===== src/rtl/cldiv_defines.svh =====
// Register indices, status bit positions, reset values and timing counts of the divider
`ifndef CLDIV_DEFINES_SVH
`define CLDIV_DEFINES_SVH

// Register indices on the core-local access port
`define CLDIV_IDX_CTRL_STATUS 3'h0
`define CLDIV_IDX_UNSIGNED_NUM 3'h1
`define CLDIV_IDX_UNSIGNED_DEN 3'h2
`define CLDIV_IDX_SIGNED_NUM 3'h3
`define CLDIV_IDX_SIGNED_DEN 3'h4
`define CLDIV_IDX_QUOTIENT 3'h5
`define CLDIV_IDX_REMAINDER 3'h6

// Fields of divider_ctrl_status
`define CLDIV_READY_BIT 0
`define CLDIV_DIRTY_BIT 1

// Reset values
`define CLDIV_RST_WORD 32'h0000_0000
`define CLDIV_RST_READY 1'b1
`define CLDIV_RST_DIRTY 1'b0

// Timing: cycles of calculation and quotient bits retired per cycle
`define CLDIV_LATENCY_CYC 4'h8
`define CLDIV_BITS_PER_CYC 4

`endif


===== src/rtl/cldiv_pkg.sv =====
// Types shared by the divider design files
package cldiv_pkg;

    typedef enum logic [0:0] {
        CLDIV_IDLE = 1'b0,
        CLDIV_BUSY = 1'b1
    } cldiv_state_t;

    typedef logic [31:0] cldiv_word_t;

endpackage


===== src/rtl/cldiv_step.sv =====
// One restoring division step: shifts in a numerator bit, retires a quotient bit
`timescale 1ns/10ps
module cldiv_step (
    // Partial state in
    input wire logic [31:0] rem_i,
    input wire logic [31:0] quo_i,
    input wire logic [31:0] den_i,
    // Partial state out
    output logic [31:0] rem_o,
    output logic [31:0] quo_o
);
    logic [32:0] trial;
    logic [32:0] diff;

    assign trial = {rem_i, quo_i[31]};
    assign diff = trial - {1'b0, den_i};
    // A zero divisor always subtracts, so the result is fixed, never a stall
    assign rem_o = diff[32] ? trial[31:0] : diff[31:0];
    assign quo_o = {quo_i[30:0], ~diff[32]};
endmodule // cldiv_step


===== src/rtl/cldiv_top.sv =====
// Core-local 32-bit signed/unsigned divider with save/restore support
//
// Summary of operation
// - Each core owns a divider giving quotient and remainder, signed or unsigned, in 8 cycles.
// - After an operand write the divider computes for 8 cycles; results are valid from the 9th.
// - A ready bit in divider_ctrl_status can be polled to see that the calculation is done.
// - Writing a signed alias starts a signed division, an unsigned alias an unsigned one.
// - Every operand write restarts the calculation at once, squashing any in progress.
// - The divisor is kept, so writing only a dividend starts a division of that alias's sign.
// - Quotient and remainder registers are writable so saved state can be restored.
// - A write to a result register cancels any calculation so the written value stays.
// - The dirty bit is set by any write to an operand or result register.
// - Reading the quotient register clears the dirty bit.
// - Every register read or write completes in one cycle with no wait state.
`timescale 1ns/10ps
`include "cldiv_defines.svh"
module cldiv_top (
    // Clock, reset, enable
    input wire logic clk_i,
    input wire logic rst_i,
    input wire logic ce_i,
    // Core-local register access
    input wire logic acc_sel_i,
    input wire logic acc_wr_i,
    input wire logic [2:0] acc_idx_i,
    input wire logic [31:0] acc_wdata_i,
    output logic [31:0] acc_rdata_o,
    // Status and results
    output logic ready_o,
    output logic dirty_o,
    output logic [31:0] quotient_o,
    output logic [31:0] remainder_o
);
    localparam int STEPS = `CLDIV_BITS_PER_CYC;

    cldiv_pkg::cldiv_state_t state_r;
    cldiv_pkg::cldiv_state_t state_nxt;
    logic [3:0] cnt_r;
    cldiv_pkg::cldiv_word_t num_r;
    cldiv_pkg::cldiv_word_t den_r;
    cldiv_pkg::cldiv_word_t wrem_r;
    cldiv_pkg::cldiv_word_t wquo_r;
    cldiv_pkg::cldiv_word_t wden_r;
    logic neg_q_r;
    logic neg_r_r;
    cldiv_pkg::cldiv_word_t quot_r;
    cldiv_pkg::cldiv_word_t rem_r;
    logic ready_r;
    logic dirty_r;
    logic [31:0] rdata_r;

    // Decoded accesses
    logic wr_en;
    logic rd_en;
    logic wr_num;
    logic wr_den;
    logic wr_signed;
    logic start;
    logic wr_quot;
    logic wr_rem;
    logic last;

    assign wr_en = ce_i & acc_sel_i & acc_wr_i;
    assign rd_en = ce_i & acc_sel_i & ~acc_wr_i;
    assign wr_num = wr_en & ((acc_idx_i == `CLDIV_IDX_UNSIGNED_NUM) |
                             (acc_idx_i == `CLDIV_IDX_SIGNED_NUM));
    assign wr_den = wr_en & ((acc_idx_i == `CLDIV_IDX_UNSIGNED_DEN) |
                             (acc_idx_i == `CLDIV_IDX_SIGNED_DEN));
    assign wr_signed = (acc_idx_i == `CLDIV_IDX_SIGNED_NUM) |
                       (acc_idx_i == `CLDIV_IDX_SIGNED_DEN);
    assign start = wr_num | wr_den;
    assign wr_quot = wr_en & (acc_idx_i == `CLDIV_IDX_QUOTIENT);
    assign wr_rem = wr_en & (acc_idx_i == `CLDIV_IDX_REMAINDER);
    assign last = (state_r == cldiv_pkg::CLDIV_BUSY) &
                  (cnt_r == (`CLDIV_LATENCY_CYC - 4'h1));

    // Operands of the new division: written word plus the kept other operand
    cldiv_pkg::cldiv_word_t op_num;
    cldiv_pkg::cldiv_word_t op_den;
    logic op_neg_num;
    logic op_neg_den;

    assign op_num = wr_num ? acc_wdata_i : num_r;
    assign op_den = wr_den ? acc_wdata_i : den_r;
    assign op_neg_num = wr_signed & op_num[31];
    assign op_neg_den = wr_signed & op_den[31];

    // Datapath: a chain of restoring steps per cycle
    logic [31:0] chain_rem [0:STEPS];
    logic [31:0] chain_quo [0:STEPS];

    assign chain_rem[0] = wrem_r;
    assign chain_quo[0] = wquo_r;

    genvar g;
    generate
        for (g = 0; g < STEPS; g++) begin : g_step
            cldiv_step u_step (
                .rem_i(chain_rem[g]),
                .quo_i(chain_quo[g]),
                .den_i(wden_r),
                .rem_o(chain_rem[g + 1]),
                .quo_o(chain_quo[g + 1])
            );
        end
    endgenerate

    // Sign fixup on the final step
    cldiv_pkg::cldiv_word_t fin_quo;
    cldiv_pkg::cldiv_word_t fin_rem;

    assign fin_quo = neg_q_r ? (~chain_quo[STEPS]) + 32'h0000_0001 : chain_quo[STEPS];
    assign fin_rem = neg_r_r ? (~chain_rem[STEPS]) + 32'h0000_0001 : chain_rem[STEPS];

    // Sequencing
    always_comb begin
        state_nxt = state_r;
        unique case (state_r)
            cldiv_pkg::CLDIV_IDLE: begin
                if (start) begin
                    state_nxt = cldiv_pkg::CLDIV_BUSY;
                end
            end
            cldiv_pkg::CLDIV_BUSY: begin
                if (start) begin
                    state_nxt = cldiv_pkg::CLDIV_BUSY;
                end else if (wr_quot | wr_rem) begin
                    state_nxt = cldiv_pkg::CLDIV_IDLE;
                end else if (last) begin
                    state_nxt = cldiv_pkg::CLDIV_IDLE;
                end
            end
        endcase
    end

    always_ff @(posedge clk_i) begin
        if (rst_i) begin
            state_r <= cldiv_pkg::CLDIV_IDLE;
        end else if (ce_i) begin
            state_r <= state_nxt;
        end
    end

    // Cycle count restarts with every operand write
    always_ff @(posedge clk_i) begin
        if (rst_i) begin
            cnt_r <= 4'h0;
        end else if (ce_i) begin
            if (start) begin
                cnt_r <= 4'h0;
            end else if (state_r == cldiv_pkg::CLDIV_BUSY) begin
                cnt_r <= cnt_r + 4'h1;
            end
        end
    end

    // Kept operands
    always_ff @(posedge clk_i) begin
        if (rst_i) begin
            num_r <= `CLDIV_RST_WORD;
            den_r <= `CLDIV_RST_WORD;
        end else if (ce_i) begin
            if (wr_num) begin
                num_r <= acc_wdata_i;
            end
            if (wr_den) begin
                den_r <= acc_wdata_i;
            end
        end
    end

    // Working magnitudes; signs are resolved up front to keep the loop unsigned
    always_ff @(posedge clk_i) begin
        if (rst_i) begin
            wrem_r <= `CLDIV_RST_WORD;
            wquo_r <= `CLDIV_RST_WORD;
            wden_r <= `CLDIV_RST_WORD;
            neg_q_r <= 1'b0;
            neg_r_r <= 1'b0;
        end else if (ce_i) begin
            if (start) begin
                wrem_r <= `CLDIV_RST_WORD;
                wquo_r <= op_neg_num ? (~op_num) + 32'h0000_0001 : op_num;
                wden_r <= op_neg_den ? (~op_den) + 32'h0000_0001 : op_den;
                neg_q_r <= op_neg_num ^ op_neg_den;
                neg_r_r <= op_neg_num;
            end else if (state_r == cldiv_pkg::CLDIV_BUSY) begin
                wrem_r <= chain_rem[STEPS];
                wquo_r <= chain_quo[STEPS];
            end
        end
    end

    // Result registers: loaded on completion or by a restore write
    always_ff @(posedge clk_i) begin
        if (rst_i) begin
            quot_r <= `CLDIV_RST_WORD;
            rem_r <= `CLDIV_RST_WORD;
        end else if (ce_i) begin
            if (wr_quot) begin
                quot_r <= acc_wdata_i;
            end else if (last & ~start & ~wr_rem) begin
                quot_r <= fin_quo;
            end
            if (wr_rem) begin
                rem_r <= acc_wdata_i;
            end else if (last & ~start & ~wr_quot) begin
                rem_r <= fin_rem;
            end
        end
    end

    // Ready flag
    always_ff @(posedge clk_i) begin
        if (rst_i) begin
            ready_r <= `CLDIV_RST_READY;
        end else if (ce_i) begin
            if (start) begin
                ready_r <= 1'b0;
            end else if (wr_quot | wr_rem) begin
                ready_r <= 1'b1;
            end else if (last) begin
                ready_r <= 1'b1;
            end
        end
    end

    // Dirty flag; a write in the same cycle wins over the clearing read
    always_ff @(posedge clk_i) begin
        if (rst_i) begin
            dirty_r <= `CLDIV_RST_DIRTY;
        end else if (ce_i) begin
            if (start | wr_quot | wr_rem) begin
                dirty_r <= 1'b1;
            end else if (rd_en & (acc_idx_i == `CLDIV_IDX_QUOTIENT)) begin
                dirty_r <= 1'b0;
            end
        end
    end

    // Read data, one cycle after the access; unmapped index reads zero
    logic [31:0] rd_mux;

    always_comb begin
        rd_mux = `CLDIV_RST_WORD;
        unique case (acc_idx_i)
            `CLDIV_IDX_CTRL_STATUS: begin
                rd_mux[`CLDIV_READY_BIT] = ready_r;
                rd_mux[`CLDIV_DIRTY_BIT] = dirty_r;
            end
            `CLDIV_IDX_UNSIGNED_NUM, `CLDIV_IDX_SIGNED_NUM: begin
                rd_mux = num_r;
            end
            `CLDIV_IDX_UNSIGNED_DEN, `CLDIV_IDX_SIGNED_DEN: begin
                rd_mux = den_r;
            end
            `CLDIV_IDX_QUOTIENT: begin
                rd_mux = quot_r;
            end
            `CLDIV_IDX_REMAINDER: begin
                rd_mux = rem_r;
            end
            default: begin
                rd_mux = `CLDIV_RST_WORD;
            end
        endcase
    end

    always_ff @(posedge clk_i) begin
        if (rst_i) begin
            rdata_r <= `CLDIV_RST_WORD;
        end else if (rd_en) begin
            rdata_r <= rd_mux;
        end
    end

    assign acc_rdata_o = rdata_r;
    assign ready_o = ready_r;
    assign dirty_o = dirty_r;
    assign quotient_o = quot_r;
    assign remainder_o = rem_r;
endmodule // cldiv_top


===== config.mk =====
export PLATFORM = sky130hd
export DESIGN_NAME = cldiv_top
export DESIGN_NICKNAME = d
export VERILOG_FILES = /design/src/rtl/cldiv_pkg.sv /design/src/rtl/cldiv_step.sv /design/src/rtl/cldiv_top.sv
export VERILOG_INCLUDE_DIRS = /design/src /design/src/rtl
export SDC_FILE = /design/constraint.sdc
export NUM_CORES = 1
export LEC_CHECK = 0
export ABC_AREA = 1
export BUFFER_PORTS_ARGS = -buffer_cell sky130_fd_sc_hd__buf_2
export CORE_UTILIZATION = 60
export DETAILED_ROUTE_END_ITERATION = 16
export PLACE_DENSITY = 0.87
export SKIP_LAST_GASP = 1
export SYNTH_ARGS = -nofsm -noshare
export SYNTH_HDL_FRONTEND = slang
export SYNTH_HIERARCHICAL = 1
export SYNTH_SLANG_ARGS = --single-unit

===== constraint.sdc =====
create_clock -name clk_i -period 9.2 [get_ports clk_i]
set_input_delay 1.84 -clock clk_i [delete_from_list [all_inputs] [get_ports clk_i]]
set_output_delay 1.84 -clock clk_i [all_outputs]
set_load 0.05 [all_outputs]

==> results of run 1 <==
==> timing repair <==
item,CTS
setup buffers,5
cloned,3
resized for setup,23
pin swaps,6
endpoints found under the setup margin,42
==> kinds of logic after synthesis <==
family                   Yosys count  share of synthesized area, %
AND/OR/NAND/NOR                 2922                         41.99
buffers and inverters           1130                         17.30
AO/OA/AOI/OAI                    680                         13.34
flip-flops                       265                         18.63
adder cells (fa/ha/maj)          137                         6.125
XOR/XNOR                          85                         2.614
==> stage by stage <==
step	hold slack [ns]	instances	area (sq um)	util (%)	setup WS, ns
global placement	0.4519	6128	31610	67.75	-0.2540
floorplan	0.4436	5219	28480	-	1.052
detailed placement	0.4517	6128	31610	67.75	-0.2875
CTS	0.4647	6194	32950	70.63	0.01140
==> per-layer routing <==
layer / GRT usage, % / overflow
met5: 3.229 / 0
met4: 62.74 / 1
met3: 30.42 / 0
met2: 87.01 / 5
met1: 67.16 / 0
==> cells in the mapped netlist, types with 65 or more instances <==
master	instances
sky130_fd_sc_hd__ha_1	133
sky130_fd_sc_hd__buf_4	146
sky130_fd_sc_hd__clkbuf_1	83
sky130_fd_sc_hd__o21ai_0	194
sky130_fd_sc_hd__inv_1	828
sky130_fd_sc_hd__nand2_1	1993
sky130_fd_sc_hd__nor2_1	413
sky130_fd_sc_hd__nand3_1	287
sky130_fd_sc_hd__dfxtp_1	265
sky130_fd_sc_hd__a21oi_1	303
sky130_fd_sc_hd__xor2_1	77
sky130_fd_sc_hd__nand4_1	65
==> results.toml, run 1 <==
[run_status]
run_status = "aborted with a tool error"
haltStage = "5_1_grt"
firstError = "[ERROR GRT-0232] Routing congestion too high. Check the congestion heatmap in the GUI."

[yosys]
synth_sequential_area_ratio_pct = 18.63
synth_area_per_cell_sq_um = 5.456
synth_area_leaders = "sky130_fd_sc_hd__nand2_1 (26%), sky130_fd_sc_hd__dfxtp_1 (19%), sky130_fd_sc_hd__inv_1 (11%)"
synthDistinctLibCells = 51
synth_enable_flop_cells = 0
synthesis.yosys.warnings = 6
synth_flop_cell = "sky130_fd_sc_hd__dfxtp_1"
synth_top_area_share_pct = 26.27
ys_async_sr_fraction_pct = 0
number_of_synthesized_register_bits = 265
netlist.top_cell.by_area = "sky130_fd_sc_hd__nand2_1"
netlist_instances = 5219
netlist_area_sq_um = 28480
syn-num-nets = 5396

[floorplanning]
fp.dieW_um = 219.9
die_h_um = 219.9
start_util_pct = 61.04
io-pin-count = 138
rows = 79

[clocking]
hold_fix_buffers_at_cts = 0
cts_max_path_buffers = 3
cts-htree-levels = 1
tritoncts_buffer_count = 31
clock_tree_root_driver_cell = "sky130_fd_sc_hd__clkbuf_16"
cts.sinks = 265

[placement]
gp_congestion = 1.224
hpwlAfterDp_um = 108300
portBuffers = 137

[sta]
worst-ep-kind = "register input"
crit_endpoint = "remainder_o[28]$_SDFFE_PP0P_/D"

[global_route]
grt_start_max_net_pins = 96
global_route_usage_sum_pct = 62.51
globalRoute.totalOverflow = 6
==> run 2: changes to the inputs <==
--- a/config.mk
+++ b/config.mk
@@ -8,9 +8,9 @@
 export LEC_CHECK = 0
 export ABC_AREA = 1
 export BUFFER_PORTS_ARGS = -buffer_cell sky130_fd_sc_hd__buf_2
-export CORE_UTILIZATION = 60
+export CORE_UTILIZATION = 40
 export DETAILED_ROUTE_END_ITERATION = 16
-export PLACE_DENSITY = 0.87
+export PLACE_DENSITY_LB_ADDON = 0.15
 export SKIP_LAST_GASP = 1
 export SYNTH_ARGS = -nofsm -noshare
 export SYNTH_HDL_FRONTEND = slang
==> run 2 against run 1 <==
Against the previous run: the run now ends clean; synthesized area unchanged; synthesized cell count did not move.
==> results.toml, run 2 <==
[run_status]
run_status = "finished, final reports clean"

[critical_path]
crit_path_frequent_cell = "sky130_fd_sc_hd__nand2_1"
crit_slowest_cell = "sky130_fd_sc_hd__dfxtp_2"
cp_data_arrival_time_ns = 9.32
ff2ff_setup_slack_ns = 0.41
r2r.worst_path.cells = 67
crit_path_max_incr_delay_ns = 0.42
regToRegEndpoint = "remainder_o[14]"
critical_path.reg2reg.startpoint = "wden_r[4]"
setup.worst_path.end_class = "flop"
largest_fanout_on_the_critical_path = 26
critPathKind = "flop to flop"
cp_data_required_time_ns = 9.73
worst_setup_path_start_kind = "flop"

[yosys]
synth_area_per_cell_sq_um = 5.456
synthDistinctLibCells = 51
netlist_instances = 5219
netlist.top_cell.by_area = "sky130_fd_sc_hd__nand2_1"
synth_flop_cell = "sky130_fd_sc_hd__dfxtp_1"
synth_top_area_share_pct = 26.27
netlist_area_sq_um = 28480
synth_enable_flop_cells = 0
synthesis.yosys.warnings = 6
syn-num-nets = 5396
synth_area_leaders = "sky130_fd_sc_hd__nand2_1 (26%), sky130_fd_sc_hd__dfxtp_1 (19%), sky130_fd_sc_hd__inv_1 (11%)"
synth_compound_area_share_pct = 13.34
yosys-mux-area-fraction_pct = 0
post_synth_fa_ha_maj_area_fraction_pct = 6.125
ys_async_sr_fraction_pct = 0
synth_sequential_area_ratio_pct = 18.63
largest_family_of_logic_cells_by_synthesized_area = "simple AND/OR/NAND/NOR gates"
simple_gate_portion_of_the_synthesized_area_pct = 41.99
synth.cells.most_frequent = "sky130_fd_sc_hd__nand2_1 (1993), sky130_fd_sc_hd__inv_1 (828), sky130_fd_sc_hd__nor2_1 (413), sky130_fd_sc_hd__a21oi_1 (303), sky130_fd_sc_hd__nand3_1 (287)"
number_of_synthesized_register_bits = 265
post-synth-top-count-cell = "sky130_fd_sc_hd__nand2_1"
post_synthesis_share_of_cell_area_spent_on_xor_and_xnor_gates_pct = 2.614

[drt]
postRouteAntennaNets = 0
finalWirelength_um = 152900
drtIter0Drc = 3411
route.detailed.wl_per_inst_um = 22.59
via_count = 35770
drt_pre_antenna_iters = 9
viasPerCell = 5.287
detail_route.drc_violations = 0

[layout]
mostFrequentLayoutCell = "sky130_fd_sc_hd__nand2_1"
syn_to_final_growth_pct = 30.06
share_of_cells_above_drive_strength_1_pct = 21.99
num-nets-final = 5972
layout_common_cells = "sky130_fd_sc_hd__nand2_1 (1891), sky130_fd_sc_hd__inv_1 (819), sky130_fd_sc_hd__buf_4 (631), sky130_fd_sc_hd__nor2_1 (385), sky130_fd_sc_hd__a21oi_1 (289)"
design_area_sq_um = 37040
fin_util_pct = 52.70

[clocking]
cts-htree-levels = 2
cts.clk_slew.worst_paths_ns = 0.06
clock_tree_from_tritoncts = "yes"
clock_tree_root_driver_cell = "sky130_fd_sc_hd__clkbuf_16"
tritoncts_buffer_count = 34
cts_max_path_buffers = 3
cts.sinks = 265
hold_fix_buffers_at_cts = 0
clock_insertion_delay_worst_skew_ns = 0.60

[sta]
worst_pin_slew_ns = 1.150
timing.clock.skew_ns = 0.04998
report.final.setup_viol = 0
layout_worst_path_cycle_share_pct = 95.53
slew_headroom_pct = 22.49
finalCriticalPeriod_ns = 8.789
finalMaxSlewViolations = 0
timing.fmax_mhz = 113.8
hold_viol = 0

[hold_path]
worst_hold_path.num_cells = 2
hold_start = "acc_rdata_o[14]"
hold_path_class = "flop to flop"
min_to = "acc_rdata_o[14]"

[global_route]
grt_start_max_net_pins = 90
global_route_wire_length_before_repair_um = 214100
globalRoute.totalOverflow = 0
antenna_found_initial = 7
first_global_vias = 32900
global_route_usage_sum_pct = 40.92

[placement]
gp_congestion = 1.064
placement.cell_area_sq_um = 33940
portBuffers = 137
hpwlAfterDp_um = 123900

[floorplanning]
io-pin-count = 138
start_util_pct = 40.52
rows = 97
core_area_sq_um = 70270
fp.dieW_um = 268.8
fp.dieArea_sq_um = 72260
die_h_um = 268.8

[run]
timing.max_cap.violations = 0
[run 2: metal layers]
| metal | vias up | track usage (%) | routed length, um |
|---|---|---|---|
| li1 | 17280 | - | - |
| met1 | 16330 | 46.12 | 56720 |
| met2 | 1632 | 66.96 | 68590 |
| met3 | 519 | 6.511 | 11660 |
| met4 | 6 | 36.43 | 15870 |
| met5 | - | 0 | 34 |
[run 2: worst max-delay path by stage]
stage | startpoint | depth (start not counted) | endpoint | slack, ns
2_1_floorplan | wquo_r[31] | 75 | quotient_o[20] | 1.05
3_5_place_dp | wden_r[19] | 70 | remainder_o[31] | -0.29
5_1_grt | wden_r[29] | 69 | remainder_o[28] | -0.13
4_1_cts | wden_r[25] | 70 | remainder_o[31] | 0.003
6_report | wden_r[4] | 67 | remainder_o[14] | 0.41
3_3_place_gp | wden_r[19] | 67 | remainder_o[31] | -0.28
[run 2: final cells by class]
type / instances / area, sq um
Inverter: 854 / 3209
Fill cell: 7624 / 33240
Multi-Input combinational cell: 3828 / 19900
Timing Repair Buffer: 812 / 6248
Antenna cell: 5 / 12.51
Sequential cell: 265 / 5328
Clock buffer: 46 / 975.9
Tap cell: 940 / 1176
Clock inverter: 16 / 182.7
[run 2: metrics by stage]
| stage | setup TNS, ns | cells | worst slack [ns] | hold WS (ns) |
|---|---|---|---|---|
| detailed placement | -2.374 | 6668 | -0.2906 | 0.4562 |
| global route | -1.071 | 6762 | -0.1346 | 0.4772 |
| global placement | -2.569 | 6668 | -0.2786 | 0.4548 |
| finish | 0 | 6766 | 0.4110 | 0.4659 |
| floorplan | 0 | 5219 | 1.052 | 0.4436 |
| CTS | 0 | 6734 | 0.003150 | 0.4653 |
[run 2: critical path, delay by kind of cell, from the launching register on]
family | cells | cell delay, ns
and+or+nand+nor | 42 | 3.90
AOI/OAI and AO/OA | 7 | 1.46
buffers and inverters | 14 | 1.78
DFF | 1 | 0.42
adders and majority gates | 4 | 1.18
[run 2: timing repair]
item                                   in CTS  in global routing
endpoints found under the hold margin       0                  0
setup buffers                               4                 21
setup endpoints to repair                  33                 56
resized for setup                           4                319
pin swaps                                   1                 63
gates cloned                                0                  6
[run 2: kinds of logic (layout without fill, tap and decap cells)]
group | after synthesis | count (layout)
other cells | 0 | 5
simple gates | 2922 | 2926
buf+inv | 1130 | 1728
xor+xnor | 85 | 85
fa+ha+maj | 137 | 137
compound gates | 680 | 680
flops | 265 | 265
Power of run 2 is not shown: default switching activity piles up to over one toggle a cycle in this logic, so the estimate is an artifact.
